### src/verilog/vife_pkg.sv
// constants and carrier types of the video input front end
//
// Notes on behaviour
// - two-bit field picks format: 00 embedded sync, 01 8-bit, 10 16-bit
// - 8-bit format times capture from separate hsync, vsync, field pins
// - 16-bit format carries luma on Y and Cb/Cr on C together
// - embedded-sync stream comes from Y or C port by one select bit
// - 8-bit separate-sync format reads only Y, C port ignored
// - each sync input and the pixel clock has its own polarity
// - external field ID honoured only for interlaced input
// - without field ID, interlace found from vsync phase against hsync
// - interlaced input without field ID gets an internal field ID
// - idle hsync or vsync forces embedded-sync decoding
// - EAV/SAV codes decoded into internal hsync, vsync and field
// - any image size accepted when codes are present
// - pixels of the selected port are forwarded to the buffer side
// - separate one-bit polarity controls for hsync, vsync, field ID
// - read-only interlace detect bit and sync activity bit
// - hsync and vsync periods reported as 12-bit counts
// - interlaced frame built from two consecutive fields
package vife_pkg;
  localparam logic [1:0] FMT_BT656 = 2'h0;
  localparam logic [1:0] FMT_SEP8  = 2'h1;
  localparam logic [1:0] FMT_SEP16 = 2'h2;
  localparam logic [1:0] FMT_RST   = 2'h0;
  localparam logic       PORT_RST  = 1'h0;
  localparam logic       POL_RST   = 1'h1;
  localparam int PIN_W   = 21;
  localparam int PIN_Y   = 0;
  localparam int PIN_C   = 8;
  localparam int PIN_HS  = 16;
  localparam int PIN_VS  = 17;
  localparam int PIN_FID = 18;
  localparam int PIN_CLK = 20;
  // released pins: data and syncs pulled up, pixel clock pulled down
  localparam logic [PIN_W-1:0] PIN_RST = 21'h07_FFFF;
  localparam int CNT_W   = 12;
  localparam int TMO_W   = 23;
  localparam int XY_F    = 6;
  localparam int XY_V    = 5;
  localparam int XY_H    = 4;
  localparam logic [7:0]  CODE_FF       = 8'hFF;
  localparam logic [7:0]  CODE_00       = 8'h00;
  localparam logic [11:0] INTERLACE_TOL = 12'h004;
  localparam int FRAME_TIMEOUT_NS = 32'h0262_5A00;
  localparam int CLK_PERIOD_NS    = 32'h0000_000A;
  localparam logic [TMO_W-1:0] TIMEOUT_CYCLES =
    TMO_W'(FRAME_TIMEOUT_NS / CLK_PERIOD_NS);

  typedef struct packed {
    logic [1:0] inputFormatSelect;
    logic       embeddedSyncPortSelect;
    logic       hsyncPolarity;
    logic       vsyncPolarity;
    logic       fieldIdPolarity;
    logic       pixelClockPolarity;
  } vife_cfg_type;

  typedef struct packed {
    logic [CNT_W-1:0] hsyncPeriodCount;
    logic [CNT_W-1:0] vsyncPeriodCount;
    logic             interlaceDetectStatus;
    logic             syncActivityStatus;
  } vife_status_type;

  typedef struct packed {
    logic [7:0] luma;
    logic [7:0] chroma;
    logic       valid;
    logic       field;
    logic       lineStart;
    logic       frameStart;
  } vife_pixel_type;

  typedef enum logic [3:0] {
    DEC_SEEK = 4'h1,
    DEC_PRE1 = 4'h2,
    DEC_PRE2 = 4'h4,
    DEC_CODE = 4'h8
  } vife_dec_type;
endpackage

### src/verilog/vife_front_end.sv
// video input front end: pin sampling, sync recovery, pixel hand-off
`timescale 1ns/1ns
module vife_front_end
#(
  parameter logic [vife_pkg::TMO_W-1:0] ACT_TIMEOUT =
    vife_pkg::TIMEOUT_CYCLES
)
(
  input  wire logic                   ref_clk,
  input  wire logic                   rst,
  input  wire logic                   clkEn,
  input  wire vife_pkg::vife_cfg_type cfg,
  input  wire logic                   videoPixelClock,
  input  wire logic [7:0]             lumaPort,
  input  wire logic [7:0]             chromaPort,
  input  wire logic                   videoHsyncIn,
  input  wire logic                   videoVsyncIn,
  input  wire logic                   fieldIdPin,
  output vife_pkg::vife_status_type   status,
  output vife_pkg::vife_pixel_type    pixelOut
);
  localparam int W = vife_pkg::PIN_W;
  localparam int N = vife_pkg::CNT_W;
  localparam int T = vife_pkg::TMO_W;

  // ****************************************
  // pin sampling, three sync stages and a filter stage
  // ****************************************
  logic [W-1:0] pinsIn;
  logic [W-1:0] meta1_r;
  logic [W-1:0] meta2_r;
  logic [W-1:0] meta3_r;
  logic [W-1:0] pinF_r;
  logic [W-1:0] pinF_nxt;

  assign pinsIn = {videoPixelClock, 1'b0, fieldIdPin, videoVsyncIn,
                   videoHsyncIn, chromaPort, lumaPort};

  always_comb
  begin
    pinF_nxt = (meta3_r & ~(meta2_r ^ meta3_r))
             | (pinF_r & (meta2_r ^ meta3_r));
  end

  always_ff @(posedge ref_clk or posedge rst)
  begin
    if (rst)
    begin
      // rest at pull levels so idle pins show no edge after reset
      meta1_r <= vife_pkg::PIN_RST;
      meta2_r <= vife_pkg::PIN_RST;
      meta3_r <= vife_pkg::PIN_RST;
      pinF_r  <= vife_pkg::PIN_RST;
    end
    else if (clkEn)
    begin
      meta1_r <= pinsIn;
      meta2_r <= meta1_r;
      meta3_r <= meta2_r;
      pinF_r  <= pinF_nxt;
    end
  end

  // ****************************************
  // polarity, edges, activity, measurement
  // ****************************************
  vife_pkg::vife_cfg_type cfg_r;
  logic [2:0]   syncPrev_r;
  logic [T-1:0] idle_r [3];
  logic [T-1:0] idle_nxt [3];
  logic         clkPrev_r, hsUsePrev_r, vsUsePrev_r;
  logic [N-1:0] hCount_r, vCount_r, hPeriod_r, vPeriod_r, prevPhase_r;
  logic [N-1:0] hCount_nxt, vCount_nxt, hPeriod_nxt, vPeriod_nxt;
  logic [N-1:0] prevPhase_nxt, phaseDiff, vsPhase;
  logic         prevF_r, interlace_r, fieldInt_r;
  logic         prevF_nxt, interlace_nxt, fieldInt_nxt;
  logic         hsAct, vsAct, fidAct, pixEdge, hsActive, vsActive;
  logic         fidActive, embedded, hsUse, vsUse, hsLead, vsLead;
  logic         fieldUsed, hEmb_r, vEmb_r, fEmb_r;
  logic [7:0]   streamByte;

  // polarity bit set means active high
  assign hsAct   = pinF_r[vife_pkg::PIN_HS] ~^ cfg_r.hsyncPolarity;
  assign vsAct   = pinF_r[vife_pkg::PIN_VS] ~^ cfg_r.vsyncPolarity;
  assign fidAct  = pinF_r[vife_pkg::PIN_FID] ~^ cfg_r.fieldIdPolarity;
  assign pixEdge = (pinF_r[vife_pkg::PIN_CLK] ~^ cfg_r.pixelClockPolarity)
                 & ~clkPrev_r;
  assign hsActive  = idle_r[0] < ACT_TIMEOUT;
  assign vsActive  = idle_r[1] < ACT_TIMEOUT;
  assign fidActive = idle_r[2] < ACT_TIMEOUT;
  // idle sync falls back to embedded codes
  assign embedded = (cfg_r.inputFormatSelect == vife_pkg::FMT_BT656)
                  | ~hsActive | ~vsActive;
  // separate pins time capture in 8/16-bit formats
  assign hsUse  = embedded ? hEmb_r : hsAct;
  assign vsUse  = embedded ? vEmb_r : vsAct;
  assign hsLead = hsUse & ~hsUsePrev_r;
  assign vsLead = vsUse & ~vsUsePrev_r;
  // port select: 0 = Y, 1 = C
  assign streamByte = cfg_r.embeddedSyncPortSelect
                    ? pinF_r[vife_pkg::PIN_C +: 8]
                    : pinF_r[vife_pkg::PIN_Y +: 8];
  // vsync phase within the line, zero when it meets an hsync lead
  assign vsPhase   = hsLead ? '0 : hCount_r;
  assign phaseDiff = (vsPhase > prevPhase_r) ? vsPhase - prevPhase_r
                                             : prevPhase_r - vsPhase;
  // external field ID when interlaced and active, internal when idle, 0 if progressive
  assign fieldUsed = embedded ? fEmb_r
                   : ~interlace_r ? 1'b0
                   : fidActive ? fidAct : fieldInt_r;

  always_comb
  begin
    hCount_nxt    = hCount_r;
    vCount_nxt    = vCount_r;
    hPeriod_nxt   = hPeriod_r;
    vPeriod_nxt   = vPeriod_r;
    prevPhase_nxt = prevPhase_r;
    prevF_nxt     = prevF_r;
    interlace_nxt = interlace_r;
    fieldInt_nxt  = fieldInt_r;
    for (int i = 0; i < 3; i++)
    begin
      // any edge on the filtered pin restarts its idle count
      if (pinF_r[vife_pkg::PIN_HS + i] != syncPrev_r[i])
        idle_nxt[i] = '0;
      else if (idle_r[i] < ACT_TIMEOUT)
        idle_nxt[i] = idle_r[i] + T'(1);
      else
        idle_nxt[i] = idle_r[i];
    end
    if (pixEdge && hCount_r != 12'hFFF)
      hCount_nxt = hCount_r + 12'h001;
    // period counts, pixels per line and lines per field
    if (hsLead)
    begin
      hPeriod_nxt = hCount_r;
      hCount_nxt  = '0;
      if (vCount_r != 12'hFFF)
        vCount_nxt = vCount_r + 12'h001;
    end
    if (vsLead)
    begin
      vPeriod_nxt   = vCount_r;
      // a coinciding hsync lead opens the first line of the new field
      vCount_nxt    = {{(N-1){1'b0}}, hsLead};
      prevPhase_nxt = vsPhase;
      prevF_nxt     = fEmb_r;
      // half-line vsync phase shift between fields means interlace
      interlace_nxt = embedded ? (fEmb_r != prevF_r)
                    : (fidActive | (phaseDiff > vife_pkg::INTERLACE_TOL));
      fieldInt_nxt  = vsPhase >= {1'b0, hPeriod_r[N-1:1]};
    end
  end

  always_ff @(posedge ref_clk or posedge rst)
  begin
    if (rst)
    begin
      cfg_r <= '{vife_pkg::FMT_RST, vife_pkg::PORT_RST, vife_pkg::POL_RST,
                 vife_pkg::POL_RST, vife_pkg::POL_RST, vife_pkg::POL_RST};
      syncPrev_r  <= vife_pkg::PIN_RST[vife_pkg::PIN_HS +: 3];
      clkPrev_r   <= 1'b0;
      hsUsePrev_r <= 1'b0;
      vsUsePrev_r <= 1'b0;
      for (int i = 0; i < 3; i++)
        idle_r[i] <= ACT_TIMEOUT;
      hCount_r    <= '0;
      vCount_r    <= '0;
      hPeriod_r   <= '0;
      vPeriod_r   <= '0;
      prevPhase_r <= '0;
      prevF_r     <= 1'b0;
      interlace_r <= 1'b0;
      fieldInt_r  <= 1'b0;
    end
    else if (clkEn)
    begin
      cfg_r       <= cfg;
      syncPrev_r  <= pinF_r[vife_pkg::PIN_HS +: 3];
      clkPrev_r   <= pinF_r[vife_pkg::PIN_CLK] ~^ cfg_r.pixelClockPolarity;
      hsUsePrev_r <= hsUse;
      vsUsePrev_r <= vsUse;
      for (int i = 0; i < 3; i++)
        idle_r[i] <= idle_nxt[i];
      hCount_r    <= hCount_nxt;
      vCount_r    <= vCount_nxt;
      hPeriod_r   <= hPeriod_nxt;
      vPeriod_r   <= vPeriod_nxt;
      prevPhase_r <= prevPhase_nxt;
      prevF_r     <= prevF_nxt;
      interlace_r <= interlace_nxt;
      fieldInt_r  <= fieldInt_nxt;
    end
  end

  assign status = '{hPeriod_r, vPeriod_r, interlace_r,
                    hsActive & vsActive};

  // ****************************************
  // EAV/SAV decoder, size independent
  // ****************************************
  vife_pkg::vife_dec_type dec_r, dec_nxt;
  logic hEmb_nxt, vEmb_nxt, fEmb_nxt;

  always_comb
  begin
    dec_nxt  = dec_r;
    hEmb_nxt = hEmb_r;
    vEmb_nxt = vEmb_r;
    fEmb_nxt = fEmb_r;
    if (pixEdge && embedded)
    begin
      case (dec_r)
        vife_pkg::DEC_SEEK:
          dec_nxt = (streamByte == vife_pkg::CODE_FF) ? vife_pkg::DEC_PRE1
                                                      : vife_pkg::DEC_SEEK;
        vife_pkg::DEC_PRE1:
          dec_nxt = (streamByte == vife_pkg::CODE_00) ? vife_pkg::DEC_PRE2
                  : (streamByte == vife_pkg::CODE_FF) ? vife_pkg::DEC_PRE1
                  : vife_pkg::DEC_SEEK;
        vife_pkg::DEC_PRE2:
          dec_nxt = (streamByte == vife_pkg::CODE_00) ? vife_pkg::DEC_CODE
                                                      : vife_pkg::DEC_SEEK;
        vife_pkg::DEC_CODE:
        begin
          // code word fixes blanking and field state
          hEmb_nxt = streamByte[vife_pkg::XY_H];
          vEmb_nxt = streamByte[vife_pkg::XY_V];
          fEmb_nxt = streamByte[vife_pkg::XY_F];
          dec_nxt  = vife_pkg::DEC_SEEK;
        end
        default:
          dec_nxt = vife_pkg::DEC_SEEK;
      endcase
    end
  end

  always_ff @(posedge ref_clk or posedge rst)
  begin
    if (rst)
    begin
      dec_r  <= vife_pkg::DEC_SEEK;
      hEmb_r <= 1'b1;
      vEmb_r <= 1'b1;
      fEmb_r <= 1'b0;
    end
    else if (clkEn)
    begin
      dec_r  <= dec_nxt;
      hEmb_r <= hEmb_nxt;
      vEmb_r <= vEmb_nxt;
      fEmb_r <= fEmb_nxt;
    end
  end

  // ****************************************
  // pixel hand-off to buffer controller
  // ****************************************
  vife_pkg::vife_pixel_type pix_nxt;
  logic framePend_r, framePend_nxt, linePend_r, linePend_nxt;
  logic pixValid;

  assign pixValid = embedded
    ? (dec_r == vife_pkg::DEC_SEEK && streamByte != vife_pkg::CODE_FF
       && !hEmb_r && !vEmb_r)
    : (!hsAct && !vsAct);

  always_comb
  begin
    pix_nxt            = pixelOut;
    pix_nxt.valid      = 1'b0;
    pix_nxt.lineStart  = 1'b0;
    pix_nxt.frameStart = 1'b0;
    framePend_nxt      = framePend_r | vsLead;
    linePend_nxt       = linePend_r | hsLead;
    if (pixEdge && pixValid)
    begin
      // embedded: selected port; 8-bit: Y only; 16-bit: Y and C
      pix_nxt.luma   = embedded ? streamByte : pinF_r[vife_pkg::PIN_Y +: 8];
      pix_nxt.chroma = (!embedded && cfg_r.inputFormatSelect ==
                        vife_pkg::FMT_SEP16)
                     ? pinF_r[vife_pkg::PIN_C +: 8] : 8'h00;
      pix_nxt.valid      = 1'b1;
      pix_nxt.field      = fieldUsed;
      pix_nxt.lineStart  = linePend_r;
      // a frame opens only with field 0; field 1 joins it
      pix_nxt.frameStart = framePend_r & ~fieldUsed;
      framePend_nxt      = vsLead;
      linePend_nxt       = hsLead;
    end
  end

  always_ff @(posedge ref_clk or posedge rst)
  begin
    if (rst)
    begin
      pixelOut    <= '0;
      framePend_r <= 1'b0;
      linePend_r  <= 1'b0;
    end
    else if (clkEn)
    begin
      pixelOut    <= pix_nxt;
      framePend_r <= framePend_nxt;
      linePend_r  <= linePend_nxt;
    end
  end
endmodule

### config.mk
export PLATFORM = sky130hd
export DESIGN_NAME = vife_front_end
export DESIGN_NICKNAME = d
export VERILOG_FILES = /design/src/verilog/vife_pkg.sv /design/src/verilog/vife_front_end.sv
export SDC_FILE = /design/constraint.sdc
export NUM_CORES = 1
export LEC_CHECK = 0
export BUFFER_PORTS_ARGS = -buffer_cell sky130_fd_sc_hd__buf_4
export CELL_PAD_IN_SITES_DETAIL_PLACEMENT = 1
export CELL_PAD_IN_SITES_GLOBAL_PLACEMENT = 1
export CORE_ASPECT_RATIO = 1.75
export CORE_UTILIZATION = 42
export CTS_CLUSTER_SIZE = 25
export DETAILED_ROUTE_END_ITERATION = 10
export GPL_TIMING_DRIVEN = 0
export PLACE_DENSITY_LB_ADDON = 0.1
export SLEW_MARGIN = 20
export SYNTH_ARGS = -nofsm -noshare
export SYNTH_HDL_FRONTEND = slang
export SYNTH_SLANG_ARGS = --single-unit
### constraint.sdc
create_clock -name ref_clk -period 15.95 [get_ports ref_clk]
set_clock_uncertainty 0.15 [all_clocks]
set_input_delay 2.3925 -clock ref_clk [delete_from_list [all_inputs] [get_ports ref_clk]]
set_output_delay 2.3925 -clock ref_clk [all_outputs]
set_load 0.02 [all_outputs]
### Word level (Yosys, flattened, before mapping)

Cells that the tools add are included.

* add/sub/neg operators: 7
* magnitude comparators: 6
* equal/unequal tests: 13
* muxes and demuxes: 30
* bitwise operators: 25
* reductions and logical operators: 31

Operators with widths (number)
* two-way mux 23 bit: 6
* two-way mux 12 bit: 7
* adder 23 x 1 -> 23 bit, second input constant: 3
* less-than comparator 23 x 22 -> 1 bit, second input constant: 3
* bitwise AND 21 bit: 2
* adder 12 x 1 -> 12 bit, second input constant: 2
* two-way mux 8 bit: 3
* inequality test 12 bit, second input constant: 2
* subtractor 12 bit: 2
* inverter 21 bit: 1
* bitwise OR 21 bit: 1
* XOR 21 bit: 1
* AND reduction 2 bit: 8
* greater-or-equal comparator 12 x 11 -> 1 bit: 1
* greater-than comparator 12 bit: 1
* greater-than comparator 12 x 3 -> 1 bit, second input constant: 1
* one-hot mux 4 bit (3 select lines): 1
* nonzero test 2 bit: 6
* two-way mux 1 bit: 9
* == test 8 bit, second input constant: 1
* logical AND 1 bit: 8
* logical NOT 8 bit: 1
* two-way mux 4 bit: 2
* inequality test 8 bit, second input constant: 1
* 15 further kinds: 39

* bits in registers: 255
* bits of input ports: 30
* output and inout bits: 46
* word-level logic and storage cells: 149

### Longest topological paths before layout

Gate-level depths: netlist of the first run.

* depth in word-level cells: 12
* depth in mapped cells: 21
* gate-level depth less buffers: 19

### Least setup slack after synthesis of the first run

Ideal clock, no wire load.

* path kind: register -> register
* start point: register idle_r[59] (netlist bit)
* end point: register interlace_r
* setup time: 0.134 ns
* arrival time: 4.937 ns
* required time: 15.666 ns
* path slack: 10.728 ns
* cell stages (with the launch flop): 21
* path buffers: 3
* period minus slack after synthesis: 5.222 ns
* cell sequence: dfrtp_1 or4_4 nor4_4 or2_2 buf_2 a21oi_2 nor2_1 clkbuf_1 nand2_1 ha_1 clkbuf_1 nand3_1 nor2_1 nand2_1 o21bai_1 o21ai_1 o21ai_4 mux2_4 or4_1 a2111oi_0 a21oi_1

* word-level cells in the longest chain between the ends: 12
* elaborated cells between the ends (all ways): 17
* those cells by class: add/sub: 2; order compare: 3; mux: 5; bitwise: 6; reduce/logical: 1

RTL lines
* start, declared: line vife_front_end.sv:69 `logic [T-1:0] idle_r [3];`
* start signal, assigned by index: line vife_front_end.sv:185 `idle_r[i] <= idle_nxt[i];`
* less-than comparator 23 x 22 -> 1 bit *: line vife_front_end.sv:88 `assign hsActive = idle_r[0] < ACT_TIMEOUT;`
* inverter 1 bit *: line vife_front_end.sv:93 `| ~hsActive | ~vsActive;`
* bitwise OR 1 bit * (2 in a row): line vife_front_end.sv:93
* two-way mux 1 bit: line vife_front_end.sv:95 `assign hsUse = embedded ? hEmb_r : hsAct;`
* bitwise AND 1 bit: line vife_front_end.sv:97 `assign hsLead = hsUse & ~hsUsePrev_r;`
* two-way mux 12 bit: line vife_front_end.sv:104 `assign vsPhase = hsLead ? '0 : hCount_r;`
* subtractor 12 bit, or another cell as far along: line vife_front_end.sv:106 `: prevPhase_r - vsPhase;`
* two-way mux 12 bit: line vife_front_end.sv:105 `assign phaseDiff = (vsPhase > prevPhase_r) ? vsPhase - prevPhase_r`
* greater-than comparator 12 x 3 -> 1 bit: line vife_front_end.sv:151 `: (fidActive | (phaseDiff > vife_pkg::INTERLACE_TOL));`
* bitwise OR 1 bit: line vife_front_end.sv:151
* two-way mux 1 bit: line vife_front_end.sv:150 `interlace_nxt = embedded ? (fEmb_r != prevF_r)`
* end signal, assigned: line vife_front_end.sv:192 `interlace_r <= interlace_nxt;`
* end, declared: line vife_front_end.sv:75 `logic prevF_r, interlace_r, fieldInt_r;`

Every way passes the cells marked *; elsewhere a longest branch is shown, timed or not.
A chain may end at the register's enable or synchronous reset.

### Final worst setup path of the first run

Same ends and word-level chain as after synthesis.

==> results of run 1 <==
-- per-layer routing --
metal | wire length, um | up-vias | track usage [%]
li1 | - | 4854 | -
met1 | 13400 | 5139 | 25.5
met2 | 20100 | 116 | 46.8
met3 | 678 | 62 | 2.40
met4 | 1320 | 0 | 9.23
met5 | 0 | - | 0
-- area by class of cell --
| type | count | area [um^2] |
|---|---|---|
| inverter | 65 | 251 |
| fill | 3440 | 15300 |
| sequential | 254 | 6490 |
| multi-input combinational | 969 | 5980 |
| timing repair buffer | 77 | 618 |
| tap | 387 | 484 |
| clock buffer | 35 | 734 |
| clock inverter | 11 | 63.8 |
| buffer | 51 | 196 |
-- cell families after synthesis --
logic type | Yosys count | share of synthesized area [%]
DFF | 254 | 50.3
adders and majority gates | 33 | 3.26
and+or+nand+nor | 484 | 17.3
muxes | 71 | 6.09
buffers and inverters | 116 | 3.42
xor gates and xnor gates | 80 | 5.43
AOI/OAI and AO/OA | 301 | 14.2
-- critical path, cell delays in order (launching register included) --
cell       delay [ps]
dfrtp_1           430
or4_4             540
nor4_4            310
or2_2             230
buf_2             230
a21oi_2           160
nor2_1            640
clkbuf_1          510
nand2_1           190
ha_1              330
clkbuf_1          370
nand3_1           210
nor4_1            590
a21oi_1           280
o21ai_4           240
mux2_4            350
or4_1             400
a2111oi_0         540
a21oi_1           130
-- cells in the final DEF (no fill, tap or decap), types with 7 or more instances in the layout --
cell type,count
a21o_1,9
a21oi_1,60
a31oi_1,8
and3_1,13
buf_4,76
clkbuf_1,51
clkbuf_16,26
clkinv_2,8
dfrtp_1,147
dfstp_2,107
ha_1,32
inv_1,64
mux2_2,52
mux2i_1,16
nand2_1,192
nand3_1,48
nand4_1,26
nor2_1,117
nor2b_1,9
nor3_1,22
nor4_1,7
o21ai_0,139
o31ai_1,10
or3_1,12
xnor2_1,30
xor2_1,50
-- power breakdown --
| group | switching, mW | internal, mW | leakage, nW |
|---|---|---|---|
| Clock | 0.259 | 0.323 | 0.406 |
| Sequential | 0.112 | 0.786 | 3.11 |
| Combinational | 0.447 | 0.287 | 3.01 |
| Total | 0.817 | 1.40 | 6.53 |
-- state kept, by name (all words and copies together) (netlist names), 3 cells and up, named ones only --
register     flops
cfg_r            7
idle_r          69
meta2_r         20
meta1_r         20
vCount_r        12
meta3_r         20
dec_r            4
syncPrev_r       3
hPeriod_r       12
hCount_r        12
prevPhase_r     12
vPeriod_r       12
pixelOut        20
-- synth_stat cells, types with 5 or more instances --
library cell,number
nand4_1,26
nor3_1,22
nor2b_1,9
xnor2_1,30
xor2_1,50
o21a_1,6
nand2b_1,5
o2bb2ai_1,6
mux2i_1,16
nand3_1,48
o31ai_1,10
a21o_1,9
mux2_2,52
nand2_1,192
inv_1,65
and2_1,6
or3_1,12
a21boi_0,5
o21ai_0,139
and4_1,6
dfrtp_1,147
o21ai_1,7
ha_1,32
nor4_1,7
dfstp_2,107
nor2_1,117
and3_1,13
a31oi_1,8
a21oi_1,60
clkbuf_1,47
-- worst max path at each step --
stage	cells after the start	slack, ps	end	start
2_1_floorplan	1	6600	async pin	rst
3_3_place_gp	2	3300	pixelOut[15]	rst
3_5_place_dp	20	9120	interlace_r	idle_r[59]
4_1_cts	18	9110	interlace_r	idle_r[59]
5_1_grt	20	8640	interlace_r	idle_r[59]
6_report	18	9000	interlace_r	idle_r[59]
-- per-stage QoR --
step	setup WS [ps]	cells	util (%)	power, mW	hold slack, ps
detailed placement	9120	1803	46.5	1.65	321
CTS	9110	1849	49.1	2.24	337
global placement	3300	1800	46.2	1.62	310
floorplan	6600	1339	-	1.38	297
finish	9000	1849	49.1	2.21	330
global route	8640	1849	49.1	2.35	346
==> summary.txt, run 1 <==
Status
  • Status: complete, no violations

Clock tree
  • CTS Buf Count: 25
  • Cts hold-fix bufs: 0
  • Post-CTS Resized: 0
  • CTS clk-pin slew, worst paths: 60 ps
  • TritonCTS clock tree: done
  • Sink Count: 254
  • Max H-tree Level: 1
  • Clock latency on the worst-skew pair: 540 ps
  • Max Buffers Root-to-Sink: 3
  • Setup bufs post-CTS: 0
  • Clock root buffer master: clkbuf_16

Synth
  • Mapped Area: 12900 um^2
  • Share of flip-flops with an asynchronous set or reset: 100%
  • Post-synth top area share: 28.5%
  • Synth area leader: dfrtp_1
  • Synthesized net count: 1402
  • Syn Area/Cell: 9.63 um^2
  • Synth cell types: 80
  • Ys Warns: 0
  • EDFF count, synth: 0
  • Top cells by area, synth: dfrtp_1 (29%), dfstp_2 (22%), nand2_1 (5.6%), o21ai_0 (5.4%), mux2_2 (4.5%)
  • Synthesized flop and latch total: 254
  • Post-Syn Instances: 1339
  • Sequential area share after synthesis: 50.3%
  • Synth Flop Type: dfrtp_1

Critical path
  • WP data arrival: 7210 ps
  • Critical Path End Type: register
  • Worst setup SP type: register
  • Reg-to-Reg End: interlace_r
  • Worst path required time: 16210 ps
  • Crit Path Class: reg2reg
  • Worst r2r path cells: 18
  • Origin of the critical flop-to-flop path: idle_r[59]
  • R2R Setup Slk: 9000 ps
  • Crit-path max FO: 10

Routing
  • Vias per cell: 5.50
  • Antenna Nets Post-Route: 0
  • DR vias: 10200
  • Initial DRC Count: 292
  • DRC viols: 0
  • Wire per inst: 19.2 um
  • Drt first pass iters: 4
  • Final wirelength: 35500 um

Placement
  • Final HPWL DP: 26600 um
  • Placement-stage cell area: 14000 um^2
  • Port bufs: 74
  • GP Congestion: 0.863

Floorplan
  • Die width: 134 um
  • Rows: 84
  • Starting Density: 42.7%
  • Core area: 30200 um^2
  • IO Count: 76
  • Die Height: 234 um
  • Die ar.: 31400 um^2

Worst hold path
  • Hold Path Origin: meta3_r[6]
  • Hold Path Stages: 2
  • Worst Hold Class: reg2reg
  • Hold endpoint: meta3_r[6]

GRT
  • Largest net degree at the start of global routing: 88
  • Vias in the first global route: 11100
  • GRT Util Overall: 23.8%
  • Antenna violations before repair: 0
  • GRT overflow: 0
  • First-pass GRT wire length: 58900 um

Timing
  • RSZ-0062 raised after global routing: no
  • Relative slew slack: 46.8%
  • Hold Violations, Final: 0
  • Final Setup Violations: 0
  • Setup TNS: 0 ps
  • Worst-margin pin slew: 798 ps
  • Tcrit/Tclk final: 43.6%
  • Final Slew Violations: 0
  • F_max: 144 MHz
  • Final min period: 6950 ps

Cells and area
  • Area Growth Syn to Fin: 14.9%
  • Share of cells above drive strength 1: 20.8%
  • Post-route cell area: 14800 um^2
  • Diodes inserted: 0
  • Final net count: 1506

Job
  • Max-Cap Viols: 0

Power
  • Maximum resistive drop on vdd: 0.0000901 V
  • Pwr per Cell Area: 149 nW/um^2
  • Leakage: 6.53 nW
(Power assumes the default switching activity.)
==> run 2: changes to the inputs <==
clock period = 7.1 ns   (was 15.95 ns; I/O delays follow)
==> summary.txt, run 2 (same netlist as run 1, synthesis figures left out) <==
Placement
  • Port bufs: 74 (unchanged)
  • GP Congestion: 0.862 (about the same)
  • DP Cell Count: 1810 (+0.39%)
  • Final HPWL DP: 27000 um (+1.7%)
  • Placement-stage cell area: 14200 um^2 (+0.97%)

Floorplan
  • Core area: 30200 um^2 (unchanged)
  • Die Height: 234 um (unchanged)
  • Rows: 84 (unchanged)
  • Die ar.: 31400 um^2 (unchanged)
  • IO Count: 76 (unchanged)
  • Starting Density: 42.7% (unchanged)
  • Die width: 134 um (unchanged)

Clock tree
  • Clock root buffer master: clkbuf_16
  • Clock latency on the worst-skew pair: 540 ps (about the same)
  • CTS clk-pin slew, worst paths: 60 ps (about the same)
  • Max Buffers Root-to-Sink: 3 (unchanged)
  • Setup bufs post-CTS: 0 (unchanged)
  • Post-CTS Resized: 0 (unchanged)
  • Cts hold-fix bufs: 0 (unchanged)
  • TritonCTS clock tree: done
  • CTS Buf Count: 26 (+4.0%)
  • Sink Count: 254 (unchanged)
  • Max H-tree Level: 1 (unchanged)

Cells and area
  • Post-route cell area: 15000 um^2 (+1.2%)
  • Most frequent cells in the layout: nand2_1 (192), dfrtp_1 (147), o21ai_0 (139)
  • Share of cells above drive strength 1: 21.3% (+0.50 points)
  • Area Growth Syn to Fin: 16.3%
  • Register Area: 6490 um^2 (unchanged)
  • Diodes inserted: 0 (unchanged)
  • Most common cell after layout, fill and taps aside: nand2_1
  • # fillers: 3428 (-0.35%)
  • Final Non-Filler Cells: 1857 (+0.43%)
  • Final net count: 1514 (+0.53%)
  • Most flop-heavy register: idle_r
  • Max FFs per register: 69 (unchanged)
  • Multi-input combinational cell area: 5980 um^2 (about the same)

Worst hold path
  • Hold Path Origin: vPeriod_r[10]
  • Worst Hold Class: reg2reg

Critical path
  • Crit-path max FO: 10 (unchanged)
  • Worst path required time: 7350 ps (-8860 ps)
  • Crit Path Class: reg2reg
  • Worst setup SP type: register
  • WP data arrival: 6740 ps (-470 ps)
  • Origin of the critical flop-to-flop path: idle_r[59]
  • R2R Setup Slk: 610 ps (-8380 ps)
  • Critical Path End Type: register
  • Worst setup startpoint: idle_r[59]

GRT
  • Met3 Use GR: 1.97% (-0.43 points)
  • Antenna violations before repair: 0 (unchanged)
  • Busiest grt layer: met2
  • GRT overflow: 0 (unchanged)
  • First-pass GRT wire length: 57900 um (-1.7%)
  • GR Util met2: 46.2% (-0.62 points)
  • Largest net degree at the start of global routing: 33 (-63%)
  • GRT Util Overall: 23.4% (-0.39 points)
  • Vias in the first global route: 11100 (-0.11%)
  • GR Layer Usage met1: 25.4% (-0.15 points)

Timing
  • Relative slew slack: 46.7% (-0.086 points)
  • Final min period: 6490 ps (-466 ps)
  • Final Slew Violations: 0 (unchanged)
  • Final Setup Violations: 0 (unchanged)
  • Worst-margin pin slew: 799 ps (+1.29 ps)
  • Setup TNS: 0 ps (unchanged)
  • Hold Violations, Final: 0 (unchanged)
  • RSZ-0062 raised after global routing: no
  • Tcrit/Tclk final: 91.4% (+48 points)
  • Min Hold Slack: 328 ps (-1.87 ps)
  • F_max: 154 MHz (+7.2%)

Status
  • Status: complete, no violations

Routing
  • Initial DRC Count: 344 (+18%)
  • Vias per cell: 5.54 (+0.70%)
  • DR vias: 10300 (+1.1%)
  • Antenna Nets Post-Route: 0 (unchanged)
  • Wire per inst: 19.0 um (-0.85%)
  • DRC viols: 0 (unchanged)
  • Final wirelength: 35400 um (-0.42%)
  • Drt first pass iters: 4 (unchanged)

Power
  • Tot Pwr: 5.03 mW (+130%)
  • Pwr per Cell Area: 335 nW/um^2 (+120%)
  • Leakage: 6.61 nW (+1.2%)
  • Maximum resistive drop on vdd: 0.000175 V (+94%)

Job
  • Max-Cap Viols: 0 (unchanged)
==> run 2: layer usage <==
metal  routed length [um]  vias up
met2                20100      122
met4                 1140        0
met5                    0        -
met3                  631       65
met1                13500     5225
li1                     -     4875
==> run 2: worst max-delay path, stage by stage, from the launching register on <==
cell,delay (ps)
dfrtp_1,430
or4_4,550
nor4_4,290
or2_2,230
buf_2,230
a21oi_2,150
nor2_2,430
clkbuf_2,340
nand2_1,130
ha_1,330
clkbuf_1,380
nand3_1,210
nor4_1,560
a21oi_1,270
o21ai_4,230
mux2_4,350
or4_1,410
a2111oi_0,530
a21oi_1,140
==> run 2: area by class of cell <==
| cell class | instances | share of cell area [%] |
|---|---|---|
| multi-input cells | 969 | 39.9 |
| repair buffers | 84 | 5.06 |
| plain buffers | 51 | 1.32 |
| clock buffers | 36 | 5.00 |
| flip-flops and latches | 254 | 43.3 |
| inverters | 65 | 1.65 |
| clock inverters | 11 | 0.601 |
| well taps | 387 | 3.23 |
==> run 2: path summary, 6_finish.rpt <==
path | endpoint | cells past startpoint
worst max-delay path | interlace_r | 18
worst min-delay path | vPeriod_r[10] | 2
min in group asynchronous | hPeriod_r[0] | 2
worst max register to register | interlace_r | 18
max in group asynchronous | idle_r[8] | 8
worst min register to register | vPeriod_r[10] | 2
==> run 2: per-stage QoR <==
step,util (%),worst slack (ps)
floorplan,-,1880
global placement,46.2,364
detailed placement,46.9,377
CTS,49.7,296
global route,49.7,171
finish,49.7,612
==> run 2: report_power, final <==
group	internal, mW	total, mW	switching, mW	leakage (nW)
clock network	0.776	1.36	0.582	0.423
logic	0.653	1.66	1.01	3.08
registers	1.77	2.01	0.248	3.11
total	3.19	5.03	1.84	6.61
